File: config.mk
export PLATFORM = sky130hd
export DESIGN_NAME = xcct_top
export DESIGN_NICKNAME = d
export VERILOG_FILES = /design/src/rtl/xcct_pkg.sv /design/src/rtl/xcct_chain.sv /design/src/rtl/xcct_entry.sv /design/src/rtl/xcct_top.sv
export SDC_FILE = /design/constraint.sdc
export NUM_CORES = 1
export LEC_CHECK = 0
export BUFFER_PORTS_ARGS = -buffer_cell sky130_fd_sc_hd__clkbuf_2
export CORE_AREA = 2 2 383 385
export DETAILED_ROUTE_END_ITERATION = 10
export DIE_AREA = 0 0 385 387
export SYNTH_ARGS = -nofsm -noshare
export SYNTH_HDL_FRONTEND = slang
export SYNTH_SLANG_ARGS = --single-unit
export TNS_END_PERCENT = 100
File: constraint.sdc
create_clock -name clk -period 4.9 [get_ports clk]
set_input_delay 1.225 -clock clk [delete_from_list [all_inputs] [get_ports clk]]
set_output_delay 1.225 -clock clk [all_outputs]
set_load 0.01 [all_outputs]
File: src/rtl/xcct_pkg.sv
// Purpose: Shared constants and types for the XOR chain connectivity test block
// Assumes: Chain pins and result pins are ordinary device pins seen through IO buffers
// Notes: Chain k of the outside world is index k-1 here
package xcct_pkg;

  localparam int XCCT_NUM_CHAINS = 8;
  // Every chain must stay below this gate count
  localparam int XCCT_GATE_LIMIT = 65;
  localparam int XCCT_WIDTHS [XCCT_NUM_CHAINS] = '{35, 33, 38, 36, 56, 60, 33, 31};
  // Chains 0..5 follow the row strap, chains 6..7 the coded entry
  localparam int XCCT_LAST_STRAP_CHAIN = 5;

  localparam logic XCCT_STRAP_ACTIVE = 1'b0;
  localparam int XCCT_CODE_BITS = 6;
  localparam logic [XCCT_CODE_BITS-1:0] XCCT_CODE_FIRST = 6'h2d;
  localparam logic [XCCT_CODE_BITS-1:0] XCCT_CODE_SECOND = 6'h23;

  // Output enables are active low: one means the pin is not driven
  localparam logic XCCT_OE_OFF = 1'b1;

  function automatic int xcct_offset(input int idx);
    int sum;
    sum = 0;
    for (int k = 0; k < idx; k++) begin
      sum = sum + XCCT_WIDTHS[k];
    end
    return sum;
  endfunction

  localparam int XCCT_TOTAL_PINS = xcct_offset(XCCT_NUM_CHAINS);

  typedef enum logic [3:0] {
    XCCT_ST_NORMAL = 4'b0001,
    XCCT_ST_WAIT_FIRST = 4'b0010,
    XCCT_ST_WAIT_SECOND = 4'b0100,
    XCCT_ST_TEST = 4'b1000
  } xcct_entry_state_t;

endpackage

File: src/rtl/xcct_chain.sv
// Purpose: One XOR chain, a ripple of two-input XOR gates across its pins
// Assumes: WIDTH is below the gate limit
// Notes: Purely combinational so the tester needs no clock to read it
`timescale 1ns/1ps
`default_nettype none
module xcct_chain
  import xcct_pkg::*;
#(
  parameter int WIDTH = 35
) (
  input wire logic [WIDTH-1:0] pin_in,
  output logic result
);

  logic [WIDTH:0] stage;

  // Seed of the first gate is tied high, so all-low inputs give a one
  assign stage[0] = 1'b1;

  genvar i;
  generate
    for (i = 0; i < WIDTH; i++) begin : g_gate
      assign stage[i+1] = stage[i] ^ pin_in[i];
    end
  endgenerate

  assign result = stage[WIDTH];

endmodule
`default_nettype wire

File: src/rtl/xcct_entry.sv
// Purpose: Coded entry sequence that opens test mode for the last two chains
// Assumes: Strap, tv clock and tv data are synchronous to clk
// Notes: Any wrong or out of order code drops back to normal until the next reset
`timescale 1ns/1ps
`default_nettype none
module xcct_entry
  import xcct_pkg::*;
(
  input wire logic clk,
  input wire logic reset,
  input wire logic mem_addr_bit2_strap,
  input wire logic tv_port_clock,
  input wire logic [XCCT_CODE_BITS-1:0] tv_port_data_hi,
  output logic test_active
);

  typedef struct packed {
    logic in_reset;
    logic clock_q;
    logic held;
    logic [XCCT_CODE_BITS-1:0] code;
    xcct_entry_state_t state;
    logic active;
  } xcct_entry_reg_t;

  localparam xcct_entry_reg_t XCCT_ENTRY_RESET = '{
    in_reset: 1'b1,
    clock_q: 1'b0,
    held: 1'b0,
    code: '0,
    state: XCCT_ST_NORMAL,
    active: 1'b0
  };

  xcct_entry_reg_t cur;
  xcct_entry_reg_t next_cur;
  logic rise;
  logic fall;
  logic good_first;
  logic good_second;

  always_comb begin
    next_cur = cur;
    next_cur.in_reset = 1'b0;
    next_cur.clock_q = tv_port_clock;
    rise = !cur.clock_q && tv_port_clock;
    fall = cur.clock_q && !tv_port_clock;
    // The code must stay put across the whole high phase of the strobe
    good_first = cur.held && (cur.code == XCCT_CODE_FIRST) && (tv_port_data_hi == cur.code);
    good_second = cur.held && (cur.code == XCCT_CODE_SECOND) && (tv_port_data_hi == cur.code);
    if (rise) begin
      next_cur.code = tv_port_data_hi;
      next_cur.held = 1'b1;
    end else if (cur.clock_q && (tv_port_data_hi != cur.code)) begin
      next_cur.held = 1'b0;
    end
    if (cur.in_reset) begin
      // Strap is caught on the first edge after reset lets go
      if (mem_addr_bit2_strap == XCCT_STRAP_ACTIVE) begin
        next_cur.state = XCCT_ST_WAIT_FIRST;
      end else begin
        next_cur.state = XCCT_ST_NORMAL;
      end
    end else if (fall) begin
      case (cur.state)
        XCCT_ST_WAIT_FIRST: begin
          next_cur.state = good_first ? XCCT_ST_WAIT_SECOND : XCCT_ST_NORMAL;
        end
        XCCT_ST_WAIT_SECOND: begin
          next_cur.state = good_second ? XCCT_ST_TEST : XCCT_ST_NORMAL;
        end
        XCCT_ST_TEST: begin
          next_cur.state = XCCT_ST_TEST;
        end
        XCCT_ST_NORMAL: begin
          next_cur.state = XCCT_ST_NORMAL;
        end
        default: begin
          next_cur.state = XCCT_ST_NORMAL;
        end
      endcase
    end
    next_cur.active = (next_cur.state == XCCT_ST_TEST);
  end

  always_ff @(posedge clk) begin
    if (reset) begin
      cur <= XCCT_ENTRY_RESET;
    end else begin
      cur <= next_cur;
    end
  end

  assign test_active = cur.active;

endmodule
`default_nettype wire

File: src/rtl/xcct_top.sv
// Purpose: XOR chain board connectivity test logic wrapped around eight pin groups
// Assumes: reset is the device reset pin seen high while asserted, all pins synchronous to clk
// Notes: Result pins are muxed combinationally so chains read with no clock running
//
// What this block does
// - Each chain is a ripple of XOR gates
// - First gate seeded with a constant one
// - Last gate drives the chain's result pin
// - Eight chains, each under sixty-five gates
// - Even count of high inputs gives one
// - Chain pins stop driving while their own chain is in test mode
// - Row strap low at reset enables chains 1-6
// - Chain evaluation needs no clock
// - Address strap low at reset arms chains 7-8
// - First tv code 101101 taken on strobe
// - Second tv code 100011 completes entry
// - Coded entry opens only chains 7 and 8
// - Chain 1: 35 inputs onto address bit 5
// - Chain 2: 33 inputs onto bit 2 strap
// - Chain 3: 38 inputs onto address bit 0
// - Chain 4: 36 inputs onto address bit 9
`timescale 1ns/1ps
`default_nettype none
module xcct_top
  import xcct_pkg::*;
(
  input wire logic clk,
  input wire logic reset,
  input wire logic row_addr_strobe_strap,
  input wire logic mem_addr_bit2_strap_in,
  input wire logic tv_port_clock,
  input wire logic [XCCT_CODE_BITS-1:0] tv_port_data_hi,
  input wire logic [XCCT_WIDTHS[0]-1:0] chain1_pin_in,
  input wire logic [XCCT_WIDTHS[1]-1:0] chain2_pin_in,
  input wire logic [XCCT_WIDTHS[2]-1:0] chain3_pin_in,
  input wire logic [XCCT_WIDTHS[3]-1:0] chain4_pin_in,
  input wire logic [XCCT_WIDTHS[4]-1:0] chain5_pin_in,
  input wire logic [XCCT_WIDTHS[5]-1:0] chain6_pin_in,
  input wire logic [XCCT_WIDTHS[6]-1:0] chain7_pin_in,
  input wire logic [XCCT_WIDTHS[7]-1:0] chain8_pin_in,
  input wire logic [XCCT_WIDTHS[0]-1:0] chain1_func_oe_n,
  input wire logic [XCCT_WIDTHS[1]-1:0] chain2_func_oe_n,
  input wire logic [XCCT_WIDTHS[2]-1:0] chain3_func_oe_n,
  input wire logic [XCCT_WIDTHS[3]-1:0] chain4_func_oe_n,
  input wire logic [XCCT_WIDTHS[4]-1:0] chain5_func_oe_n,
  input wire logic [XCCT_WIDTHS[5]-1:0] chain6_func_oe_n,
  input wire logic [XCCT_WIDTHS[6]-1:0] chain7_func_oe_n,
  input wire logic [XCCT_WIDTHS[7]-1:0] chain8_func_oe_n,
  input wire logic func_mem_addr_bit5,
  input wire logic func_mem_addr_bit2,
  input wire logic func_mem_addr_bit2_oe_n,
  input wire logic func_mem_addr_bit0,
  input wire logic func_mem_addr_bit9,
  input wire logic func_mem_data_bit31,
  input wire logic func_mem_addr_bit11,
  input wire logic func_mem_addr_bit8,
  input wire logic func_mem_addr_bit4,
  output logic [XCCT_WIDTHS[0]-1:0] chain1_pin_oe_n,
  output logic [XCCT_WIDTHS[1]-1:0] chain2_pin_oe_n,
  output logic [XCCT_WIDTHS[2]-1:0] chain3_pin_oe_n,
  output logic [XCCT_WIDTHS[3]-1:0] chain4_pin_oe_n,
  output logic [XCCT_WIDTHS[4]-1:0] chain5_pin_oe_n,
  output logic [XCCT_WIDTHS[5]-1:0] chain6_pin_oe_n,
  output logic [XCCT_WIDTHS[6]-1:0] chain7_pin_oe_n,
  output logic [XCCT_WIDTHS[7]-1:0] chain8_pin_oe_n,
  output logic mem_addr_bit5_out,
  output logic mem_addr_bit2_strap_out,
  output logic mem_addr_bit2_strap_oe_n,
  output logic mem_addr_bit0_out,
  output logic mem_addr_bit9_out,
  output logic mem_data_bit31_out,
  output logic mem_addr_bit11_out,
  output logic mem_addr_bit8_out,
  output logic mem_addr_bit4_out,
  output logic test_low_chains_active,
  output logic test_high_chains_active
);

  typedef struct packed {
    logic in_reset;
    logic low_test;
    logic bit2_oe_n;
    logic [XCCT_TOTAL_PINS-1:0] pin_oe_n;
  } xcct_top_reg_t;

  localparam xcct_top_reg_t XCCT_TOP_RESET = '{
    in_reset: 1'b1,
    low_test: 1'b0,
    bit2_oe_n: XCCT_OE_OFF,
    pin_oe_n: {XCCT_TOTAL_PINS{XCCT_OE_OFF}}
  };

  xcct_top_reg_t cur;
  xcct_top_reg_t next_cur;
  logic high_test;
  logic [XCCT_TOTAL_PINS-1:0] pins_all;
  logic [XCCT_TOTAL_PINS-1:0] func_oe_all;
  logic [XCCT_TOTAL_PINS-1:0] oe_force;
  logic [XCCT_NUM_CHAINS-1:0] chain_test;
  logic [XCCT_NUM_CHAINS-1:0] chain_result;

  assign pins_all = {chain8_pin_in, chain7_pin_in, chain6_pin_in, chain5_pin_in,
                     chain4_pin_in, chain3_pin_in, chain2_pin_in, chain1_pin_in};
  assign func_oe_all = {chain8_func_oe_n, chain7_func_oe_n, chain6_func_oe_n,
                        chain5_func_oe_n, chain4_func_oe_n, chain3_func_oe_n,
                        chain2_func_oe_n, chain1_func_oe_n};

  xcct_entry u_entry (
    .clk(clk),
    .reset(reset),
    .mem_addr_bit2_strap(mem_addr_bit2_strap_in),
    .tv_port_clock(tv_port_clock),
    .tv_port_data_hi(tv_port_data_hi),
    .test_active(high_test)
  );

  genvar c;
  generate
    for (c = 0; c < XCCT_NUM_CHAINS; c++) begin : g_chain
      localparam int OFF = xcct_offset(c);
      localparam int W = XCCT_WIDTHS[c];
      if (W >= XCCT_GATE_LIMIT) begin : g_too_long
        $error("chain too long");
      end
      if (c <= XCCT_LAST_STRAP_CHAIN) begin : g_low
        assign chain_test[c] = cur.low_test;
      end else begin : g_high
        assign chain_test[c] = high_test;
      end
      assign oe_force[OFF +: W] = {W{chain_test[c]}};
      xcct_chain #(
        .WIDTH(W)
      ) u_chain (
        .pin_in(pins_all[OFF +: W]),
        .result(chain_result[c])
      );
    end
  endgenerate

  always_comb begin
    next_cur = cur;
    next_cur.in_reset = 1'b0;
    // Strap is caught on the first edge after reset lets go, then held
    if (cur.in_reset) begin
      next_cur.low_test = (row_addr_strobe_strap == XCCT_STRAP_ACTIVE);
    end
    // Chain pins are pure inputs while their chain is under test
    next_cur.pin_oe_n = func_oe_all | oe_force;
    // Strap pin doubles as chain 2 result, so it is forced to drive in test and follows its functional enable otherwise
    next_cur.bit2_oe_n = next_cur.low_test ? 1'b0 : func_mem_addr_bit2_oe_n;
  end

  always_ff @(posedge clk) begin
    if (reset) begin
      cur <= XCCT_TOP_RESET;
    end else begin
      cur <= next_cur;
    end
  end

  assign chain1_pin_oe_n = cur.pin_oe_n[xcct_offset(0) +: XCCT_WIDTHS[0]];
  assign chain2_pin_oe_n = cur.pin_oe_n[xcct_offset(1) +: XCCT_WIDTHS[1]];
  assign chain3_pin_oe_n = cur.pin_oe_n[xcct_offset(2) +: XCCT_WIDTHS[2]];
  assign chain4_pin_oe_n = cur.pin_oe_n[xcct_offset(3) +: XCCT_WIDTHS[3]];
  assign chain5_pin_oe_n = cur.pin_oe_n[xcct_offset(4) +: XCCT_WIDTHS[4]];
  assign chain6_pin_oe_n = cur.pin_oe_n[xcct_offset(5) +: XCCT_WIDTHS[5]];
  assign chain7_pin_oe_n = cur.pin_oe_n[xcct_offset(6) +: XCCT_WIDTHS[6]];
  assign chain8_pin_oe_n = cur.pin_oe_n[xcct_offset(7) +: XCCT_WIDTHS[7]];
  assign mem_addr_bit2_strap_oe_n = cur.bit2_oe_n;

  // Results bypass any flop: the tester may read them with the clock stopped
  assign mem_addr_bit5_out = chain_test[0] ? chain_result[0] : func_mem_addr_bit5;
  assign mem_addr_bit2_strap_out = chain_test[1] ? chain_result[1] : func_mem_addr_bit2;
  assign mem_addr_bit0_out = chain_test[2] ? chain_result[2] : func_mem_addr_bit0;
  assign mem_addr_bit9_out = chain_test[3] ? chain_result[3] : func_mem_addr_bit9;
  assign mem_data_bit31_out = chain_test[4] ? chain_result[4] : func_mem_data_bit31;
  assign mem_addr_bit11_out = chain_test[5] ? chain_result[5] : func_mem_addr_bit11;
  assign mem_addr_bit8_out = chain_test[6] ? chain_result[6] : func_mem_addr_bit8;
  assign mem_addr_bit4_out = chain_test[7] ? chain_result[7] : func_mem_addr_bit4;

  assign test_low_chains_active = cur.low_test;
  assign test_high_chains_active = high_test;

endmodule
`default_nettype wire

* Word level (Yosys, flattened, before mapping)
Index checks and enable logic that the tools add are counted.
Storage, ports and cells: register bits 339, bits of input ports 664, output and inout port bits 333, logic and storage cells 373
Cells by class: equal/unequal tests 8, mux-type cells 21, bitwise gates (word level) 324, reductions and logical operators 10
Operator list (number):
- $mux 325 | 1
- $or 322x322->322 | 1
- $xor 1x1->1 | 314
- $mux 14 | 1
- $eq 6x6->1 const B | 2
- $mux 1 | 12
- $mux 4 | 3
- $pmux 4 s3 | 1
- $not 1->1 | 9
- $eq 4x4->1 const B | 2
- $logic_and 1x1->1 | 7
- $eq 6x6->1 | 1
- $mux 6 | 1
- $ne 6x6->1 | 1
- $eq 4x2->1 const B | 1
- $eq 4x3->1 const B | 1
- $mux 3 | 1
- $logic_not 1->1 | 2
- $mux 2 | 1
- $reduce_bool 2->1 | 1

* Longest topological paths before layout
depth in word-level cells 61, mapped depth 6, mapped depth without buffers 6

* Hierarchy
From an unflattened synthesis, not the netlist that was laid out.
Second synthesis, totals: cell total of the unflattened synthesis 1429, area, all modules 14881.8 um^2
By module, submodules not included:
- xcct_top | instances 1, cells each 1052, area each 11372.2 um^2, seq. area each 6506.2 um^2
- xcct_entry | instances 1, cells each 77, area each 674.4 um^2, seq. area each 280.3 um^2
- xcct_chain at g_chain[1].u_chain ... | instances 2, cells each 31, area each 285.3 um^2, seq. area each 0.0 um^2
- xcct_chain at g_chain[5].u_chain | instances 1, cells each 56, area each 546.8 um^2, seq. area each 0.0 um^2
- xcct_chain at g_chain[4].u_chain | instances 1, cells each 53, area each 491.7 um^2, seq. area each 0.0 um^2
- xcct_chain at g_chain[2].u_chain | instances 1, cells each 36, area each 329.1 um^2, seq. area each 0.0 um^2
- xcct_chain at g_chain[3].u_chain | instances 1, cells each 34, area each 311.5 um^2, seq. area each 0.0 um^2
- xcct_chain at g_chain[0].u_chain | instances 1, cells each 33, area each 302.8 um^2, seq. area each 0.0 um^2
- xcct_chain at g_chain[7].u_chain | instances 1, cells each 26, area each 282.8 um^2, seq. area each 0.0 um^2

* Worst setup path before layout
OpenSTA, ideal clock, no wires.
path kind input to output, start input chain6_pin_in[42] (netlist bit), end output mem_addr_bit11_out, data arrival time 2.752 ns, data required time 3.675 ns, path slack 0.923 ns, stages on the path 6, path buffers 0, path through xnor2_1 > xnor2_2 > xnor3_1 > xnor3_1 > xnor3_1 > mux2_4
On the way: word-level cells in the longest chain between the ends 19
Ends and longest elaborated chain:
- from (decl) | RTL line xcct_top.sv:38 | input wire logic [XCCT_WIDTHS[5]-1:0] chain6_pin_in,
- $xor 1x1->1 (18 in a row) | RTL line xcct_chain.sv:23 | assign stage[i+1] = stage[i] ^ pin_in[i];
- $mux 1 | RTL line xcct_top.sv:177 | assign mem_addr_bit11_out = chain_test[5] ? chain_result[5] : func_mem_addr_bit11;
- to (decl) | RTL line xcct_top.sv:72 | output logic mem_addr_bit11_out,
No other way between the ends.

* Worst setup path in the final report
start input chain6_pin_in[38] (netlist bit), end output mem_addr_bit11_out
On the way: word-level cells in the longest chain between the ends 23
Ends and longest elaborated chain (RTL line):
- $xor 1x1->1 (22 in a row) | xcct_chain.sv:23
- $mux 1 | xcct_top.sv:177
No other way between the ends.

==> results_dict.tcl <==
set metrics [dict create \
    status "complete, no violations" \
    grt_start_max_net_pins 160 \
    worst_hold_startpoint "u_entry.cur[11]" \
    width_of_the_chip_um 385 \
    globalRouteTotalUtil_pct 7.30 \
    cts.path.max_buffers 3 \
    die_area_um2 149000 \
    setup.worst_path.class "in2out" \
    setup-tns-final_ps 0 \
    postRouteWirelength_um 57500 \
    core_area_um2 145000 \
    cp_data_arrival_time_ps 3250 \
    via_count_of_the_first_global_routing_pass 11900 \
    tritoncts "built" \
    synth.largest_area_cell "sky130_fd_sc_hd__dfxtp_1" \
    synth-simple-area-share_pct 14.9 \
    crit_path_max_incr_delay_ps 480 \
    routed_wire_length_per_instance_um 14.2 \
    synthDistinctLibCells 30 \
    cap_viol_max_count 0 \
    final_max_slew_viol_count 0 \
    global_route.overflow_total 0 \
    static-leakage-power_nw 9.17 \
    gp_congestion 0.887 \
    final_cell_mix "995 x sky130_fd_sc_hd__clkbuf_2, 336 x sky130_fd_sc_hd__dfxtp_1, 323 x sky130_fd_sc_hd__or3_1, 262 x sky130_fd_sc_hd__xnor2_1, 40 x sky130_fd_sc_hd__clkbuf_16" \
    cp_max_delay_cell "sky130_fd_sc_hd__xnor3_1" \
    power.ir.vdd_worst_uv 326 \
    worst-path-max-fanout 1 \
    worst-endpoint-required_ps 3670 \
    finalClockSkew_ps 40.1 \
    critPathCaptureType "output port" \
    startpoint "chain6_pin_in[38]" \
    startpoint_type "input port" \
    syn_inst 1433 \
    placed_cells_incl_taps 3957 \
    reg2reg_from "u_entry.cur[6]" \
    ctsRootBufferMaster "sky130_fd_sc_hd__clkbuf_16" \
    synth-xor-area-share_pct 19.4 \
    placement.io_buffers 996 \
    syn_nets 2097 \
    crit_path_cell_chain "clkbuf_2 -> xnor2_1 -> xnor2_1 -> xnor3_1 -> xnor3_1 -> xnor3_1 -> mux2_4 -> clkbuf_2" \
    synth_top_cells_by_area "sky130_fd_sc_hd__dfxtp_1 46%, sky130_fd_sc_hd__buf_4 16%, sky130_fd_sc_hd__xnor2_1 16%" \
    shortest_clock_period_the_worst_path_allows_after_layout_ps 4470 \
    synth_mux_area_share_pct 0.814 \
    largest_family_of_logic_cells_by_synthesized_area "XOR/XNOR gates" \
    global_route_wire_length_before_repair_um 78500 \
    fmax_ghz 0.224 \
    core.rowCount 140 \
    synth-compound-area-share_pct 0.644 \
    setup_viol_count_final 0 \
    ctsResizeCount 0 \
    antenna_found_initial 31 \
    clock_sink_total 338 \
    min-delay-path-class "reg2reg" \
    insertion_delay_of_the_later_clocked_pin_in_the_worst_skew_pair_ps 610 \
    synth.yosys.seq_area_share_pct 45.9 \
    final_layout_size_suffix_gt1_share_pct 50.9 \
    pwr_density_cell_nw_per_um2 379 \
    cts_inserted_buffers 40 \
    drt_first_iter_violations 364 \
    timing_worst_slew_pin_value_ps 893 \
    cp.buffers_inverters 2 \
    syn-cell-area_um2 14800 \
    final_net_count 2746 \
    route.vias.total 11700 \
    synth_area_in_adders_pct 0 \
    yosys_register_bits 338 \
    critical-path-top-cell-by-count "sky130_fd_sc_hd__xnor3_1" \
    synth_top_area_share_pct 45.9 \
    die_span_in_y_um 387 \
    floorplan.initialDensity_pct 10.2 \
    min_period_over_period_pct 91.3 \
    postCtsHoldBufs 0 \
    final-instance-count-excl-fill 4040 \
    average_via_count_per_standard_cell 2.89 \
    pwr_total_mw 7.91 \
    kind_of_cell_adding_the_most_delay_to_the_critical_path "XOR/XNOR gates" \
    slew_headroom_pct 40.5 \
    clkTransAtPathRegs_ps 60 \
    layout.cells.most_common "sky130_fd_sc_hd__clkbuf_2" \
    clock_tree.htree_level_count 2 \
    place.detailed.hpwl_um 47000 \
    detailedRoute.firstPassIterationCount 5 \
    num_io_pins 997 \
    post-cts-setup-buffers 0 \
    finalHoldViolCount 0 \
    syn2layout_area_growth_pct 41.7 \
    rsz0062_at_grt "false" \
    count_of_synthesis_stage_warnings_from_yosys 0 \
    avg_synthesized_cell_area_um2 10.3 \
    route.detailed.drc 0 \
    final_antenna_net_count 0 \
]
[metrics by stage]
stage | setup WS, ps | util (%) | hold WS [ps] | area [um2]
2_1_floorplan | 923 | - | 456 | 14800
3_3_place_gp | 399 | 13.5 | 477 | 19500
3_5_place_dp | 348 | 13.5 | 485 | 19500
4_1_cts | 337 | 14.4 | 537 | 20900
5_1_grt | 291 | 14.4 | 588 | 20900
6_report | 428 | 14.4 | 536 | 20900
[worst reg2reg max path, delay by kind of cell, from the launching register on]
kind | cells | cell delay, ps
and+or+nand+nor | 2 | 650
AOI/OAI and AO/OA | 2 | 640
DFF | 1 | 340
xor gates and xnor gates | 1 | 180
[registers in the layout, summed over array words and instances, names as in the netlist, 31 cells and up]
name and count:
chain8_pin_oe_n 31, chain4_pin_oe_n 36, chain1_pin_oe_n 35, chain7_pin_oe_n 33, chain3_pin_oe_n 38, chain2_pin_oe_n 33
chain5_pin_oe_n 56, chain6_pin_oe_n 60
[cells in the mapped netlist]
cell                       instances
sky130_fd_sc_hd__mux2_4            1
sky130_fd_sc_hd__mux2_2            4
sky130_fd_sc_hd__xor2_1           38
sky130_fd_sc_hd__clkbuf_1         76
sky130_fd_sc_hd__nor3b_1           1
sky130_fd_sc_hd__mux2i_1           6
sky130_fd_sc_hd__inv_1             1
sky130_fd_sc_hd__xnor2_2           1
sky130_fd_sc_hd__dfxtp_1         338
sky130_fd_sc_hd__nand2_1           2
sky130_fd_sc_hd__xnor2_1         262
sky130_fd_sc_hd__o21ai_0           1
sky130_fd_sc_hd__nand2b_1          2
sky130_fd_sc_hd__nor4_1            1
sky130_fd_sc_hd__buf_4           322
sky130_fd_sc_hd__nor2_1           18
sky130_fd_sc_hd__a21oi_1           8
sky130_fd_sc_hd__nor4b_1           2
sky130_fd_sc_hd__a221oi_1          1
sky130_fd_sc_hd__xnor3_1          10
sky130_fd_sc_hd__o21a_1            2
sky130_fd_sc_hd__nor2b_1           2
sky130_fd_sc_hd__a211oi_1          1
sky130_fd_sc_hd__or3_1           323
sky130_fd_sc_hd__nand4_1           2
sky130_fd_sc_hd__o2111a_1          1
sky130_fd_sc_hd__nor3_1            3
sky130_fd_sc_hd__a21o_1            1
sky130_fd_sc_hd__nand3_1           2
sky130_fd_sc_hd__and4_1            1
[layout make-up]
| class | count | area, um2 |
|---|---|---|
| Antenna cell | 12 | 30.0 |
| Clock buffer | 56 | 1120 |
| Clock inverter | 15 | 228 |
| Fill cell | 16400 | 124000 |
| Inverter | 1 | 3.75 |
| Multi-Input combinational cell | 696 | 5280 |
| Sequential cell | 338 | 6770 |
| Tap cell | 1917 | 2400 |
| Timing Repair Buffer | 1005 | 5070 |
[layer usage]
layer / track usage [%] / vias up / share of wire, %
met5: 0 / - / 0.20
met4: 3.31 / 16 / 3.7
met3: 3.09 / 94 / 11
met2: 12.5 / 598 / 48
met1: 7.72 / 5314 / 37
li1: - / 5654 / -
[cell families after synthesis]
kind of cell	after synthesis
compound gates	15
buf+inv	399
mux	11
simple gates	359
flops	338
xor+xnor	311
[path summary, 6_finish.rpt]
check	to	slack, ps	cells past startpoint
min reg2reg	u_entry.cur[11]	540	2
max reg2reg	u_entry.test_active	3030	5
min	u_entry.cur[11]	540	2
max	mem_addr_bit11_out	430	8
[where the power goes]
| group | internal, mW | switching, mW |
|---|---|---|
| registers | 2.91 | 0.0649 |
| clock network | 1.78 | 1.33 |
| logic | 0.966 | 0.865 |
(Power assumes the default switching activity.)
